[src/core/brownout_reset_sequencer_params.svh]
// constants for the brown-out reset sequencer
//
// How it works
// - after power-on, hold execution for regulator start-up of about 20 us
// - reapply the regulator start-up hold after every power-down, not only first
// - brown-out is the core supply node compared below an internal reference
// - a detected brown-out produces a reset pulse that resets the whole device
// - brown-out reset picks clock source from initial select only; primary mode decides the start-up timer
// - with an oscillator mode, run start-up timer and hold clock until expiry
// - with PLL in use, hold clock until the PLL settled flag is one
// - apply power-up timer delay in parallel with the clock hold
// - zero power-up delay with crystal uses fail-safe delay of 100 instead
// - brown-out reset sets bit 1 of the reset cause register
// - monitoring stays active in sleep and idle and still resets
`ifndef BROWNOUT_RESET_SEQUENCER_PARAMS_SVH
`define BROWNOUT_RESET_SEQUENCER_PARAMS_SVH

// ******************************************************
// register offsets
// ******************************************************
`define BRS_OFF_CAUSE 12'h000
`define BRS_OFF_CTRL 12'h004
`define BRS_OFF_IRQ_STAT 12'h008
`define BRS_OFF_IRQ_MASK 12'h00c
`define BRS_OFF_STATE 12'h010

// ******************************************************
// field positions and reset values
// ******************************************************
`define BRS_CAUSE_POR_BIT 0
`define BRS_CAUSE_BROWNOUT_BIT 1
`define BRS_IRQ_BROWNOUT_BIT 0
`define BRS_IRQ_REL_BIT 1
`define BRS_CTRL_RESET 32'h0000_0000
`define BRS_MASK_RESET 2'h0

// ******************************************************
// timing
// ******************************************************
`define BRS_CLK_MHZ 40
`define BRS_STARTUP_US 20
`define BRS_STARTUP_CYC (`BRS_STARTUP_US * `BRS_CLK_MHZ)
`define BRS_FAILSAFE_US 100
`define BRS_FAILSAFE_CYC (`BRS_FAILSAFE_US * `BRS_CLK_MHZ)
`define BRS_RSTPULSE_CYC 4
`define BRS_OSC_TIMER_CYC 1024
`define BRS_PWRUP_CYC 2560

`endif

[src/core/brownout_reset_sequencer_pkg.sv]
// types of the brown-out reset sequencer
package brownout_reset_sequencer_pkg;
  typedef enum logic [2:0] {
    ST_RUN,
    ST_PULSE,
    ST_HOLD,
    ST_DONE_WAIT
  } seq_state_type;
endpackage

[src/core/brownout_reset_sequencer.sv]
// brown-out reset sequencer with apb register access
`timescale 1ns/1ps
`include "brownout_reset_sequencer_params.svh"
module brownout_reset_sequencer #(
  parameter int unsigned STARTUP_CYC = `BRS_STARTUP_CYC,
  parameter int unsigned FAILSAFE_CYC = `BRS_FAILSAFE_CYC,
  parameter int unsigned OSC_TIMER_CYC = `BRS_OSC_TIMER_CYC,
  parameter int unsigned PWRUP_CYC = `BRS_PWRUP_CYC,
  parameter int unsigned CNT_W = 16
) (
  input wire logic i_sys_clk,
  input wire logic i_rst,
  input wire logic i_core_supply_low,
  input wire logic i_power_down,
  input wire logic [2:0] i_initial_osc_select,
  input wire logic [1:0] i_primary_osc_mode,
  input wire logic i_pll_settled,
  input wire logic i_low_power_mode,
  input wire logic i_psel,
  input wire logic i_penable,
  input wire logic i_pwrite,
  input wire logic [11:0] i_paddr,
  input wire logic [31:0] i_pwdata,
  output logic [31:0] o_prdata,
  output logic o_pready,
  output logic o_pslverr,
  output logic o_device_reset,
  output logic o_clock_hold,
  output logic o_exec_enable,
  output logic [2:0] o_clock_source,
  output logic o_irq
);
  if (STARTUP_CYC < 1 || FAILSAFE_CYC < 1 || OSC_TIMER_CYC < 1 ||
      PWRUP_CYC < 1) begin : g_bad_count
    $error("timing counts must be at least one");
  end
  if (CNT_W < 2 || CNT_W > 31 || STARTUP_CYC >= (1 << CNT_W) ||
      FAILSAFE_CYC >= (1 << CNT_W) || OSC_TIMER_CYC >= (1 << CNT_W) ||
      PWRUP_CYC >= (1 << CNT_W)) begin : g_bad_width
    $error("counter width too small");
  end

  // ******************************************************
  // pin synchronisers
  // ******************************************************
  logic [3:0] sync1_q;
  logic [3:0] sync2_q;
  always_ff @(posedge i_sys_clk) begin
    if (i_rst) begin
      sync1_q <= 4'h0;
      sync2_q <= 4'h0;
    end else begin
      sync1_q <= {i_low_power_mode, i_pll_settled, i_power_down,
                  i_core_supply_low};
      sync2_q <= sync1_q;
    end
  end
  // comparator output: supply node below the internal reference
  wire brown_low = sync2_q[0];
  wire pwr_down = sync2_q[1];
  wire pll_ok = sync2_q[2];
  // straps are not reset so they have settled by the last counter load
  // at the end of reset
  logic [4:0] strap1_q;
  logic [4:0] strap2_q;
  always_ff @(posedge i_sys_clk) begin
    strap1_q <= {i_initial_osc_select, i_primary_osc_mode};
    strap2_q <= strap1_q;
  end

  // ******************************************************
  // control register
  // ******************************************************
  // ctrl: [0] powerup timer enabled, [1] crystal in use, [2] pll in use
  logic [2:0] ctrl_q;
  logic [1:0] irq_mask_q;
  logic [1:0] irq_stat_q;
  logic [1:0] cause_q;
  wire wr_access = i_psel & i_penable & i_pwrite;
  wire rd_access = i_psel & i_penable & ~i_pwrite;
  wire cause_wr = wr_access && i_paddr == `BRS_OFF_CAUSE;

  always_ff @(posedge i_sys_clk) begin
    if (i_rst) begin
      ctrl_q <= 3'(`BRS_CTRL_RESET);
      irq_mask_q <= `BRS_MASK_RESET;
    end else if (wr_access) begin
      if (i_paddr == `BRS_OFF_CTRL)
        ctrl_q <= i_pwdata[2:0];
      if (i_paddr == `BRS_OFF_IRQ_MASK)
        irq_mask_q <= i_pwdata[1:0];
    end
  end
  wire powerup_timer_en = ctrl_q[0];
  wire crystal = ctrl_q[1];
  wire pll_use = ctrl_q[2];

  // ******************************************************
  // sequencer
  // ******************************************************
  brownout_reset_sequencer_pkg::seq_state_type state_q;
  logic [CNT_W-1:0] reg_cnt_q;
  logic [CNT_W-1:0] osc_timer_cnt_q;
  logic [CNT_W-1:0] pwr_cnt_q;
  logic [2:0] pulse_cnt_q;
  logic from_brownout_q;
  logic osc_mode_q;
  wire reg_done = reg_cnt_q == '0;
  wire osc_timer_done = ~osc_mode_q | osc_timer_cnt_q == '0;
  wire clk_done = osc_timer_done & (~pll_use | pll_ok);
  wire pwr_done = pwr_cnt_q == '0;
  wire all_done = reg_done & clk_done & pwr_done;
  // monitoring ignores sleep and idle: low power never masks the trigger
  wire trigger = brown_low | pwr_down;
  logic released;
  assign released = state_q == brownout_reset_sequencer_pkg::ST_RUN;

  always_ff @(posedge i_sys_clk) begin
    if (i_rst) begin
      state_q <= brownout_reset_sequencer_pkg::ST_HOLD;
      pulse_cnt_q <= 3'h0;
      from_brownout_q <= 1'b0;
    end else if (trigger) begin
      state_q <= brownout_reset_sequencer_pkg::ST_PULSE;
      pulse_cnt_q <= 3'(`BRS_RSTPULSE_CYC - 1);
      from_brownout_q <= brown_low;
    end else begin
      // the sag is over: the next one is a new episode and flags again
      from_brownout_q <= 1'b0;
      unique case (state_q)
        brownout_reset_sequencer_pkg::ST_RUN: ;
        brownout_reset_sequencer_pkg::ST_PULSE: begin
          if (pulse_cnt_q == 3'h0)
            state_q <= brownout_reset_sequencer_pkg::ST_HOLD;
          else
            pulse_cnt_q <= pulse_cnt_q - 3'h1;
        end
        brownout_reset_sequencer_pkg::ST_HOLD: begin
          if (all_done)
            state_q <= brownout_reset_sequencer_pkg::ST_DONE_WAIT;
        end
        brownout_reset_sequencer_pkg::ST_DONE_WAIT:
          state_q <= brownout_reset_sequencer_pkg::ST_RUN;
        default: state_q <= brownout_reset_sequencer_pkg::ST_HOLD;
      endcase
    end
  end

  // hold-off counters reload while the reset pulse is active
  wire loading = i_rst | trigger |
                 state_q == brownout_reset_sequencer_pkg::ST_PULSE;
  always_ff @(posedge i_sys_clk) begin
    if (loading) begin
      reg_cnt_q <= CNT_W'(STARTUP_CYC);
    end else if (!reg_done) begin
      reg_cnt_q <= reg_cnt_q - 1'b1;
    end
  end

  always_ff @(posedge i_sys_clk) begin
    if (loading) begin
      // primary oscillator modes other than 2'b11 count as oscillator
      osc_mode_q <= strap2_q[1:0] != 2'h3;
      osc_timer_cnt_q <= CNT_W'(OSC_TIMER_CYC);
    end else if (!osc_timer_done) begin
      osc_timer_cnt_q <= osc_timer_cnt_q - 1'b1;
    end
  end

  always_ff @(posedge i_sys_clk) begin
    if (loading) begin
      if (powerup_timer_en)
        pwr_cnt_q <= CNT_W'(PWRUP_CYC);
      else if (crystal)
        pwr_cnt_q <= CNT_W'(FAILSAFE_CYC);
      else
        pwr_cnt_q <= '0;
    end else if (!pwr_done) begin
      pwr_cnt_q <= pwr_cnt_q - 1'b1;
    end
  end

  // ******************************************************
  // cause and interrupt flags
  // ******************************************************
  wire brownout_event = brown_low & ~from_brownout_q &
                   state_q != brownout_reset_sequencer_pkg::ST_PULSE;
  wire rel_event = state_q == brownout_reset_sequencer_pkg::ST_DONE_WAIT;
  always_ff @(posedge i_sys_clk) begin
    if (i_rst) begin
      cause_q <= 2'h1;
    end else begin
      if (cause_wr)
        cause_q <= cause_q & ~i_pwdata[1:0];
      if (brownout_event)
        cause_q[`BRS_CAUSE_BROWNOUT_BIT] <= 1'b1;
    end
  end

  always_ff @(posedge i_sys_clk) begin
    if (i_rst) begin
      irq_stat_q <= 2'h0;
    end else begin
      if (wr_access && i_paddr == `BRS_OFF_IRQ_STAT)
        irq_stat_q <= irq_stat_q & ~i_pwdata[1:0];
      if (brownout_event)
        irq_stat_q[`BRS_IRQ_BROWNOUT_BIT] <= 1'b1;
      if (rel_event)
        irq_stat_q[`BRS_IRQ_REL_BIT] <= 1'b1;
    end
  end

  // ******************************************************
  // apb read and outputs
  // ******************************************************
  always_ff @(posedge i_sys_clk) begin
    if (i_rst) begin
      o_prdata <= 32'h0;
      o_pready <= 1'b0;
      o_pslverr <= 1'b0;
    end else begin
      o_pready <= i_psel & ~i_penable;
      o_pslverr <= 1'b0;
      o_prdata <= 32'h0;
      if (i_psel & ~i_penable) begin
        unique case (i_paddr)
          `BRS_OFF_CAUSE: o_prdata <= {30'h0, cause_q};
          `BRS_OFF_CTRL: o_prdata <= {29'h0, ctrl_q};
          `BRS_OFF_IRQ_STAT: o_prdata <= {30'h0, irq_stat_q};
          `BRS_OFF_IRQ_MASK: o_prdata <= {30'h0, irq_mask_q};
          `BRS_OFF_STATE: o_prdata <= {27'h0, pll_ok, all_done,
                                       o_clock_hold, o_device_reset,
                                       o_exec_enable};
          default: o_pslverr <= 1'b1;
        endcase
      end
    end
  end

  always_ff @(posedge i_sys_clk) begin
    if (i_rst) begin
      o_device_reset <= 1'b1;
      o_clock_hold <= 1'b1;
      o_exec_enable <= 1'b0;
      o_clock_source <= 3'h0;
      o_irq <= 1'b0;
    end else begin
      o_device_reset <= ~released | trigger;
      o_clock_hold <= trigger | loading | ~clk_done;
      o_exec_enable <= released & ~trigger & reg_done;
      if (loading)
        o_clock_source <= strap2_q[4:2];
      o_irq <= |(irq_stat_q & irq_mask_q);
    end
  end

  // ******************************************************
  // checks
  // ******************************************************
  property p_release_needs_all;
    @(posedge i_sys_clk) disable iff (i_rst)
      $fell(o_device_reset) |-> $past(all_done, 2);
  endproperty
  a_release_needs_all: assert property (p_release_needs_all)
    else $error("reset released before hold-offs done");

  property p_trigger_resets;
    @(posedge i_sys_clk) disable iff (i_rst)
      trigger |=> o_device_reset;
  endproperty
  a_trigger_resets: assert property (p_trigger_resets)
    else $error("trigger did not assert reset");

  property p_brownout_flag;
    @(posedge i_sys_clk) disable iff (i_rst)
      brownout_event |=> cause_q[`BRS_CAUSE_BROWNOUT_BIT];
  endproperty
  a_brownout_flag: assert property (p_brownout_flag)
    else $error("brown-out flag not set");

  property p_pll_hold;
    @(posedge i_sys_clk) disable iff (i_rst)
      (pll_use && !pll_ok && !loading) |=> o_clock_hold;
  endproperty
  a_pll_hold: assert property (p_pll_hold)
    else $error("clock released without pll settled");

  property p_exec_hold;
    @(posedge i_sys_clk) disable iff (i_rst)
      !reg_done |=> !o_exec_enable;
  endproperty
  a_exec_hold: assert property (p_exec_hold)
    else $error("execution enabled during regulator start-up");

  property p_reload;
    @(posedge i_sys_clk) disable iff (i_rst)
      pwr_down |=> ##1 reg_cnt_q == CNT_W'(STARTUP_CYC);
  endproperty
  a_reload: assert property (p_reload)
    else $error("start-up interval not reapplied");

  property p_sleep_reset;
    @(posedge i_sys_clk) disable iff (i_rst)
      (sync2_q[3] && brown_low) |=> o_device_reset;
  endproperty
  a_sleep_reset: assert property (p_sleep_reset)
    else $error("no reset in low power mode");

  property p_pwr_hold;
    @(posedge i_sys_clk) disable iff (i_rst)
      !pwr_done |=> o_device_reset;
  endproperty
  a_pwr_hold: assert property (p_pwr_hold)
    else $error("reset released during power-up delay");
endmodule

[config.mk]
export PLATFORM = sky130hd
export DESIGN_NAME = brownout_reset_sequencer
export DESIGN_NICKNAME = d
export VERILOG_FILES = /design/src/core/brownout_reset_sequencer_pkg.sv /design/src/core/brownout_reset_sequencer.sv
export VERILOG_INCLUDE_DIRS = /design/src /design/src/core
export SDC_FILE = /design/constraint.sdc
export NUM_CORES = 1
export LEC_CHECK = 0
export BUFFER_PORTS_ARGS = -buffer_cell sky130_fd_sc_hd__buf_2
export CORE_MARGIN = 2
export CORE_UTILIZATION = 49
export CTS_CLUSTER_DIAMETER = 60
export DETAILED_ROUTE_END_ITERATION = 10
export HOLD_SLACK_MARGIN = 0.08
export PLACE_DENSITY_LB_ADDON = 0.25
export SLEW_MARGIN = 10
export SYNTH_ARGS = -nofsm -noshare
export SYNTH_HDL_FRONTEND = slang
export SYNTH_SLANG_ARGS = --single-unit
[constraint.sdc]
create_clock -name i_sys_clk -period 2.6 [get_ports i_sys_clk]
set_clock_uncertainty 0.05 [all_clocks]
set_input_delay 0.52 -clock i_sys_clk [delete_from_list [all_inputs] [get_ports i_sys_clk]]
set_output_delay 0.52 -clock i_sys_clk [all_outputs]
set_load 0.01 [all_outputs]
==> results of run 1 <==
report_power, final:
| group | switching (mW) | leakage, nW | internal [mW] |
|---|---|---|---|
| clock network | 0.525 | 0.106 | 0.488 |
| registers | 0.130 | 0.829 | 1.62 |
| logic | 0.393 | 1.03 | 0.297 |
cell type report:
class	count	area (um^2)	area share [%]
Timing Repair Buffer	50	272.8	5.616
Multi-Input combinational cell	346	2113	43.51
Clock buffer	10	137.6	2.834
Clock inverter	6	75.07	1.546
Inverter	19	71.32	1.468
Tap cell	108	135.1	2.782
Sequential cell	94	2052	42.25
cells in the final DEF (no fill, tap or decap), types with 16 or more instances in the layout:
cell | Yosys | layout
or3_1 | 24 | 24
dfxtp_1 | 77 | 77
o21ai_0 | 16 | 16
a21oi_1 | 40 | 40
nor4_1 | 18 | 18
buf_2 | 2 | 41
conb_1 | 1 | 27
nor2_1 | 28 | 27
inv_1 | 19 | 19
nand2_1 | 35 | 35
edfxtp_1 | 17 | 17
synth_stat cells (all sizes together), types with 3 or more instances:
cell	instances	area share [%]
dfxtp	77	35
a21oi	40	4.5
nand2	35	3.0
buf	29	4.8
nor2	28	2.4
or3	25	3.7
inv	19	1.6
nor4	19	2.8
clkbuf	17	1.4
edfxtp	17	12
o21ai	17	1.9
or4	14	2.4
mux2i	13	2.9
nor3	12	1.4
nand4	11	1.6
nor2b	11	1.6
nand3	10	1.1
xnor2	9	1.8
nand2b	8	1.1
o31ai	8	1.4
and4	6	1.2
ha	6	1.7
nand3b	6	1.0
and3	4	0.57
nand4b	3	0.60
nor3b	3	0.51
nor4b	3	0.74
xor2	3	0.60
critical path, stage by stage, from the launching register on:
cell	delay, ns
edfxtp_1	0.47
or4_1	0.66
or3_4	0.43
or3_1	0.35
a21oi_1	0.14
logic make-up (layout without fill, tap and decap cells):
logic type               Yosys count  count (layout)
AND/OR/NAND/NOR                  206             206
flip-flops                        94              94
AO/OA/AOI/OAI                     80              80
buffers and inverters             65              85
multiplexers                      15              15
XOR/XNOR                          12              12
adder cells (fa/ha/maj)            6               6
other                              1              27
sequential cells by signal (all words and copies together), names as in the netlist, 3 cells and up:
register,count
sync1_q,3
o_prdata,5
osc_timer_cnt_q,16
pwr_cnt_q,16
reg_cnt_q,16
o_clock_source,3
pulse_cnt_q,3
strap2_q,5
strap1_q,5
ctrl_q,3
sync2_q,3
final timing paths:
kind	from	endpoint	slack [ns]	cells after the start
worst max-delay path	pwr_cnt_q[2]	pwr_cnt_q[15]	0.35	4
worst min-delay path	i_initial_osc_select[2]	strap1_q[4]	0.21	1
worst max register to register	pwr_cnt_q[2]	pwr_cnt_q[15]	0.35	4
worst min register to register	strap1_q[4]	strap2_q[4]	0.29	0
stage by stage:
| stage | hold slack (ns) | utilization (%) |
|---|---|---|
| floorplan | 0.2596 | - |
| global placement | 0.2604 | 53.26 |
| detailed placement | 0.2653 | 53.26 |
| CTS | 0.1850 | 55.70 |
| global route | 0.1865 | 55.70 |
| finish | 0.2065 | 55.70 |
per-layer routing:
layer  wire length [um]  global-route usage [%]
met4                129                   7.271
met5                  0                       0
met1               4043                   23.13
met2               4102                   29.68
met3                325                   4.043
==> impl_results.md, run 1 <==
- Status: finished clean
- Sequential area share after synthesis: 46.50%
- Initial antenna violation count: 0
- Worst vdd ir: 0.4802 mV
- Clock Pin Slew Worst Setup and Hold Paths: 0.10 ns
- Area Growth Syn to Fin: 10.07%
- Total grt overflow: 0
- Main combinational cell family by area after synthesis: simple AND/OR/NAND/NOR gates
- DRC: 0
- CTS tree: built
- Total CTS buffers: 9
- Post-synthesis mux area share: 3.714%
- Via density: 5.539
- CTS Root Cell: clkbuf_8
- Synth Area in Adders: 1.701%
- DR vias: 3,506
- Post-Syn Area per Cell: 9.213 um^2
- Net count, final: 584
- Number of fill cells: 811
- LEAKAGE: 1.964 nW
- Post-synth EDFFs: 17
- Post-Synth XOR/XNOR Area: 2.382%
- RSZ-0062 raised after global routing: no
- Vias in the first global route: 3,295
- Final period utilization: 86.42%
- CP Launch Type: flip-flop
- Pwr Total: 3.457 mW
- First-pass GRT wire length: 14.63 mm
- Yosys warns: 0
- Rel. slew slack: 34.80%
- Fmax: 0.4450 GHz
- Port bufs: 41
- Worst-Skew Late Latency: 0.36 ns
- Die area: 9781 um^2
- Critical Path AT: 2.40 ns
- Clock buffer depth: 2
- CP Class: flip-flop to flip-flop
- Main synth FF type: dfxtp_1
- # IOs: 99
- Fin area: 4857 um^2
- Initial Util: 50.60%
- Synth Area in Compound Gates: 10.63%
- Fraction of registers with async set/reset: 0%
- Placed inst area: 4644 um^2
- Setup crit end kind: flip-flop
- Wire length per cell: 13.59 um
- Fin crit period: 2.247 ns
- Cell variety after synth: 53
- Core box area: 8721 um^2
- Die Wd: 98.90 um
- Worst-margin pin slew: 0.9770 ns
- CTS resizes: 0
- Post-route setup slack: 0.3530 ns
- Post-Layout Cell Count: 633
- Maximum fanout along the worst path: 6
- Final hold vios: 0
- GP Congestion: 0.8305
- Post-Syn Area: 4413 um^2
- Worst EP required: 2.75 ns
- Aggregate global-route resource usage: 18.08%
- CTS H-tree lvls: 3
- Placed Cells: 617
- Max-slew violations: 0
- Max-Cap Viols: 0
- Drt total wl: 8.601 mm
- Hold crit path type: input pin to flip-flop
- Synth Area in Simple Gates: 27.11%
- Initial DRC Count: 124
- Final ANT Viol Nets: 0
- Rows: 34
- FF+latch count, synth: 94
- N_diodes: 0
- Setup TNS: 0 ns
- Mapped Cells: 479
- Drt first pass iters: 6
- Clock Sink Count: 94
- Largest net degree at the start of global routing: 31
- Die height: 98.90 um
- Post-DP HPWL: 6.115 mm
- Pre-CTS setup slack: 0.2999 ns
- Power Dens Cells: 711.7 nW/um^2
- Post-cts hold buffer count: 0
- Count of final setup violators: 0
- Layout cells sized above 1: 14.86%
- Post-CTS Setup Inserts: 0
(Power assumes the default switching activity.)
==> run 2: changes to the inputs <==
CORE_ASPECT_RATIO = 2   (was default)
==> run 2 against run 1 <==
  * Cell count shrank 0.95%
  * Core utilization fell by 0.28 points
  * Sequential share of layout area fell by 0.59 points
  * Combinational power is 0.9% higher
  * Critical path depth rose by 2
  * Fmax fell by 0.62%
  * Final area is 1.4% higher
  * First-iteration DRC count increased by 22%
  * Via count up 2.6%
  * Wire length is 8.2% higher
  * Sequential power about the same
  * Critical endpoint is now pwr_cnt_q[14]
  * Largest cell class unchanged
==> impl_results.md, run 2 (synthesized netlist as in run 1, its figures left out) <==
- Clock buffer depth: 2 (unchanged)
- CTS H-tree lvls: 3 (unchanged)
- Fin area: 4926 um^2 (+1.4%)
- CP Class: flip-flop to flip-flop
- Post-CTS Setup Inserts: 0 (unchanged)
- CTS Root Cell: clkbuf_16
- Net count, final: 584 (unchanged)
- Rows: 49 (+44%)
- Max-Cap Viols: 0 (unchanged)
- Power Dens Cells: 755.2 nW/um^2 (+6.1%)
- DRC: 0 (unchanged)
- Worst-margin pin slew: 0.9948 ns (+0.01779 ns)
- Rel. slew slack: 33.61% (-1.2 points)
- CTS tree: built
- Worst vdd ir: 0.5080 mV (+5.8%)
- Drt first pass iters: 4 (-2)
- RR Endpoint: pwr_cnt_q[14]
- Die Wd: 71.11 um (-28%)
- Most common cell after layout, fill and taps aside: dfxtp_1
- Final period utilization: 86.97% (+0.54 points)
- Final hold vios: 0 (unchanged)
- Final ANT Viol Nets: 0 (unchanged)
- RSZ-0062 raised after global routing: no
- # IOs: 99 (unchanged)
- GR peak layer: met2
- DR vias: 3,596 (+2.6%)
- Worst hold slack: 0.2222 ns (+0.01575 ns)
- Status: finished clean
- Critical Path AT: 2.27 ns (-0.13 ns)
- Vias in the first global route: 3,476 (+5.5%)
- Most frequent cells in the layout: dfxtp_1, buf_2, a21oi_1, nand2_1
- LEAKAGE: 2.003 nW (+2.0%)
- CTS resizes: 0 (unchanged)
- Die area: 9827 um^2 (+0.47%)
- Area Growth Syn to Fin: 11.62%
- Setup TNS: 0 ns (unchanged)
- Initial Util: 49.64% (-0.96 points)
- Core box area: 8890 um^2 (+1.9%)
- Reg2reg path depth: 6 (+2)
- Hold Path Origin: i_initial_osc_select[2]
- Clock Pin Slew Worst Setup and Hold Paths: 0.07 ns (-0.03 ns)
- Fin crit period: 2.261 ns (+0.01413 ns)
- Wire length per cell: 14.84 um (+9.2%)
- Drt total wl: 9.304 mm (+8.2%)
- Setup crit end kind: flip-flop
- WHS Path Cells: 1 (unchanged)
- Reg-to-Reg Start: pwr_cnt_q[0]
- Via density: 5.735 (+3.5%)
- First-pass GRT wire length: 15.24 mm (+4.1%)
- Die height: 138.2 um (+40%)
- Placed inst area: 4637 um^2 (-0.16%)
- Hold crit path type: input pin to flip-flop
- Initial antenna violation count: 0 (unchanged)
- Largest net degree at the start of global routing: 31 (unchanged)
- Aggregate global-route resource usage: 19.20% (+1.1 points)
- M2 GR Usage: 37.14% (+7.5 points)
- Reg-to-reg setup timing slack: 0.34 ns (about the same)
- Post-DP HPWL: 6.871 mm (+12%)
- Worst hold endpoint: strap1_q[4]
- Total grt overflow: 0 (unchanged)
- Post-cts hold buffer count: 0 (unchanged)
- Total CTS buffers: 9 (unchanged)
- Maximum fanout along the worst path: 8 (+2)
- Pwr Total: 3.720 mW (+7.6%)
- GR Util met1: 18.50% (-4.6 points)
- Fmax: 0.4422 GHz (-0.62%)
- N_diodes: 0 (unchanged)
- Initial DRC Count: 151 (+22%)
- Worst EP required: 2.61 ns (-0.14 ns)
- Met3 Use GR: 3.426% (-0.62 points)
- Largest regs: osc_timer_cnt_q x16, pwr_cnt_q x16, reg_cnt_q x16
- Port bufs: 41 (unchanged)
- GP Congestion: 0.8611 (+3.7%)
- CP Launch Type: flip-flop
- Worst-Skew Late Latency: 0.35 ns (about the same)
- Max-slew violations: 0 (unchanged)
- Clock Sink Count: 94 (unchanged)
- Count of final setup violators: 0 (unchanged)
- Layout cells sized above 1: 14.86% (unchanged)
run 2: changes by cell type in the layout (fill, tap and decap cells not counted), sizes merged:
cell	delta
clkinv	+2
bufinv	-1
clkbuf	-1
clkinvlp	-1
inv	+1
run 2: cell type report:
type,instances,area [um^2]
sequential,94,2052
inverter,19,71.32
multi-input combinational,346,2113
clock inverter,7,63.81
timing repair buffer,50,272.8
clock buffer,9,225.2
tap,102,127.6
fill,801,3964
run 2: power breakdown:
part	internal, mW	switching, mW	total, mW
clock network	0.672	0.598	1.27
registers	1.62	0.129	1.75
logic	0.297	0.399	0.696
run 2: worst max-delay path, cell delays in order (launching register included):
cell and delay [ns]:
edfxtp_1 0.43, inv_1 0.08, ha_1 0.21, or4b_1 0.61, nor4_1 0.36, xnor2_1 0.16
nor2_1 0.06
run 2: how the worst max path moves through the flow:
stage,slack (ns),startpoint,cells past startpoint,end
6_report,0.34,pwr_cnt_q[0],6,pwr_cnt_q[14]
5_1_grt,0.26,pwr_cnt_q[0],6,pwr_cnt_q[14]
4_1_cts,0.32,pwr_cnt_q[0],6,pwr_cnt_q[14]
3_5_place_dp,0.31,i_rst,5,pwr_cnt_q[14]
3_3_place_gp,0.36,pwr_cnt_q[5],4,pwr_cnt_q[15]
2_1_floorplan,0.0004,i_rst,6,pwr_cnt_q[0]
run 2: per-layer routing:
layer,vias up,routed length (um)
met1,1724,3311
met3,15,338
li1,1769,-
met4,0,219
met5,-,0
met2,88,5434
run 2: per-stage QoR:
| step | setup WS [ns] | instances | utilization, % |
|---|---|---|---|
| after floorplan | 0.0004134 | 505 | - |
| after global placement | 0.3650 | 611 | 52.16 |
| after detailed placement | 0.3075 | 611 | 52.16 |
| after CTS | 0.3180 | 627 | 55.41 |
| after global routing | 0.2614 | 627 | 55.41 |
| final | 0.3388 | 627 | 55.41 |
==> run 3: changes to the inputs <==
CORE_UTILIZATION = 54   (was 49)
clock period = 2.3 ns   (was 2.6 ns; I/O delays follow)
==> run 3 against run 2 <==
  * Clock power rose by 16%
  * Count of clock-buffer cells in the layout rose by 6
  * Final area rose by 2.1%
  * Critical path type unchanged
  * Critical endpoint is now pwr_cnt_q[15]
==> impl_results.md, run 3 (synthesized netlist as in run 1, its figures left out) <==
- Post-route setup slack: 0.1956 ns (-0.1432 ns)
- Hold crit path type: input pin to flip-flop
- Core box area: 7943 um^2 (-11%)
- First-pass GRT wire length: 15.19 mm (-0.32%)
- Worst vdd ir: 0.6433 mV (+27%)
- Max-slew violations: 0 (unchanged)
- Maximum fanout along the worst path: 5 (-3)
- RSZ-0062 raised after global routing: no
- Rows: 46 (-6.1%)
- Max-Cap Viols: 0 (unchanged)
- CTS resizes: 0 (unchanged)
- Reg-to-Reg Start: pwr_cnt_q[2]
- Setup TNS: 0 ns (unchanged)
- Initial DRC Count: 206 (+36%)
- Drt total wl: 9.161 mm (-1.5%)
- Total CTS buffers: 9 (unchanged)
- CP Class: flip-flop to flip-flop
- CP Launch Type: flip-flop
- Initial antenna violation count: 0 (unchanged)
- Fin util: 63.31% (+7.9 points)
- Pre-CTS setup slack: 0.08681 ns (-0.2206 ns)
- DRC: 0 (unchanged)
- Largest regs: osc_timer_cnt_q x16, pwr_cnt_q x16, reg_cnt_q x16
- Power Dens Cells: 857.6 nW/um^2 (+14%)
- Aggregate global-route resource usage: 21.56% (+2.4 points)
- CTS H-tree lvls: 3 (unchanged)
- CTS Root Cell: clkbuf_16
- # IOs: 99 (unchanged)
- WHS Path Cells: 1 (unchanged)
- Die area: 8955 um^2 (-8.9%)
- Fin area: 5029 um^2 (+2.1%)
- Total grt overflow: 0 (unchanged)
- Count of final setup violators: 0 (unchanged)
- Most common cell after layout, fill and taps aside: dfxtp_1
- LEAKAGE: 2.051 nW (+2.4%)
- Placed inst area: 4717 um^2 (+1.7%)
- Setup crit end kind: flip-flop
- Post-DP HPWL: 6.697 mm (-2.5%)
- Critical Path AT: 2.25 ns (-0.02 ns)
- Final period utilization: 91.49% (+4.5 points)
- Final ANT Viol Nets: 0 (unchanged)
- Net count, final: 593 (+1.5%)
- RR Endpoint: pwr_cnt_q[15]
- Port bufs: 41 (unchanged)
- Worst-Skew Late Latency: 0.34 ns (about the same)
- GP Congestion: 0.8885 (+3.2%)
- Clock buffer depth: 2 (unchanged)
- DR vias: 3,584 (-0.33%)
- Worst-margin pin slew: 0.5803 ns (-0.4144 ns)
- Multi-input logic area: 2143 um^2 (+1.4%)
- Placed Cells: 614 (+0.49%)
- CP startpoint: pwr_cnt_q[2]
- CTS tree: built
- Fmax: 0.4752 GHz (+7.5%)
- Drt first pass iters: 5 (+1)
- Clock Pin Slew Worst Setup and Hold Paths: 0.06 ns (about the same)
- Post-cts hold buffer count: 0 (unchanged)
- Via density: 5.689 (-0.81%)
- Largest net degree at the start of global routing: 24 (-23%)
- Reg-to-reg setup timing slack: 0.20 ns (-0.14 ns)
- Reg2reg path depth: 4 (-2)
- Status: finished clean
- Worst EP required: 2.45 ns (-0.16 ns)
- Worst hold slack: 0.1675 ns (-0.05469 ns)
- Final hold vios: 0 (unchanged)
- Number of fill cells: 706 (-12%)
- Most frequent cells in the layout: dfxtp_1, buf_2, a21oi_1, nand2_1, conb_1
- Layout cells sized above 1: 16.85% (+2.0 points)
- Die height: 131.8 um (-4.6%)
- Hold Path Origin: i_initial_osc_select[0]
- Initial Util: 55.56% (+5.9 points)
- Clock Sink Count: 94 (unchanged)
- N_diodes: 0 (unchanged)
- Vias in the first global route: 3,419 (-1.6%)
- Die Wd: 67.92 um (-4.5%)
- FF/Latch Area: 2052 um^2 (unchanged)
- Post-Layout Cell Count: 630 (+0.48%)
- Post-CTS Setup Inserts: 0 (unchanged)
- Area Growth Syn to Fin: 13.95%
- Fin crit period: 2.104 ns (-0.1568 ns)
- Rel. slew slack: 60.95% (+27 points)
- End of the critical path: pwr_cnt_q[15]
- Wire length per cell: 14.54 um (-2.0%)
- Pwr Total: 4.312 mW (+16%)
[run 3: cell count changes in the layout (fill, tap and decap cells not counted), moves of 2 or more]
cell	previous run	this run
clkinv_4	2	0
nor2_4	0	2
buf_4	9	18
clkbuf_1	0	2
inv_6	4	1
clkbuf_8	0	2
[run 3: area by class of cell]
type / instances / share of cell area, %
clock buffer: 15 / 5.822
tap: 96 / 2.389
multi-input combinational: 346 / 42.62
inverter: 19 / 1.418
clock inverter: 1 / 0.1742
sequential: 94 / 40.81
timing repair buffer: 59 / 6.768
[run 3: report_power, final]
group          internal, mW  switching (mW)  leakage [nW]  total (mW)
registers              1.84           0.141         0.829        1.98
clock network         0.875           0.599         0.149        1.47
logic                 0.377           0.482          1.07       0.859
[run 3: layer usage]
layer | global-route usage (%) | vias up | part of all wire, %
met1 | 24.36 | 1695 | 38
met4 | 9.444 | 0 | 2.5
met5 | 0 | - | 0
met3 | 4.099 | 18 | 3.2
li1 | - | 1787 | -
met2 | 37.59 | 84 | 56
[run 3: how the worst min path moves through the flow]
stage | to | slack (ns)
5_1_grt | strap1_q[3] | 0.15
3_5_place_dp | strap2_q[1] | 0.26
2_1_floorplan | strap2_q[0] | 0.26
3_3_place_gp | strap2_q[1] | 0.26
4_1_cts | strap1_q[1] | 0.16
6_report | strap1_q[2] | 0.17
[run 3: critical path: stages (launching register included)]
cell and delay (ns):
edfxtp_1 0.46, or4_1 0.55, or3_4 0.40, or3_1 0.36, a21oi_1 0.15
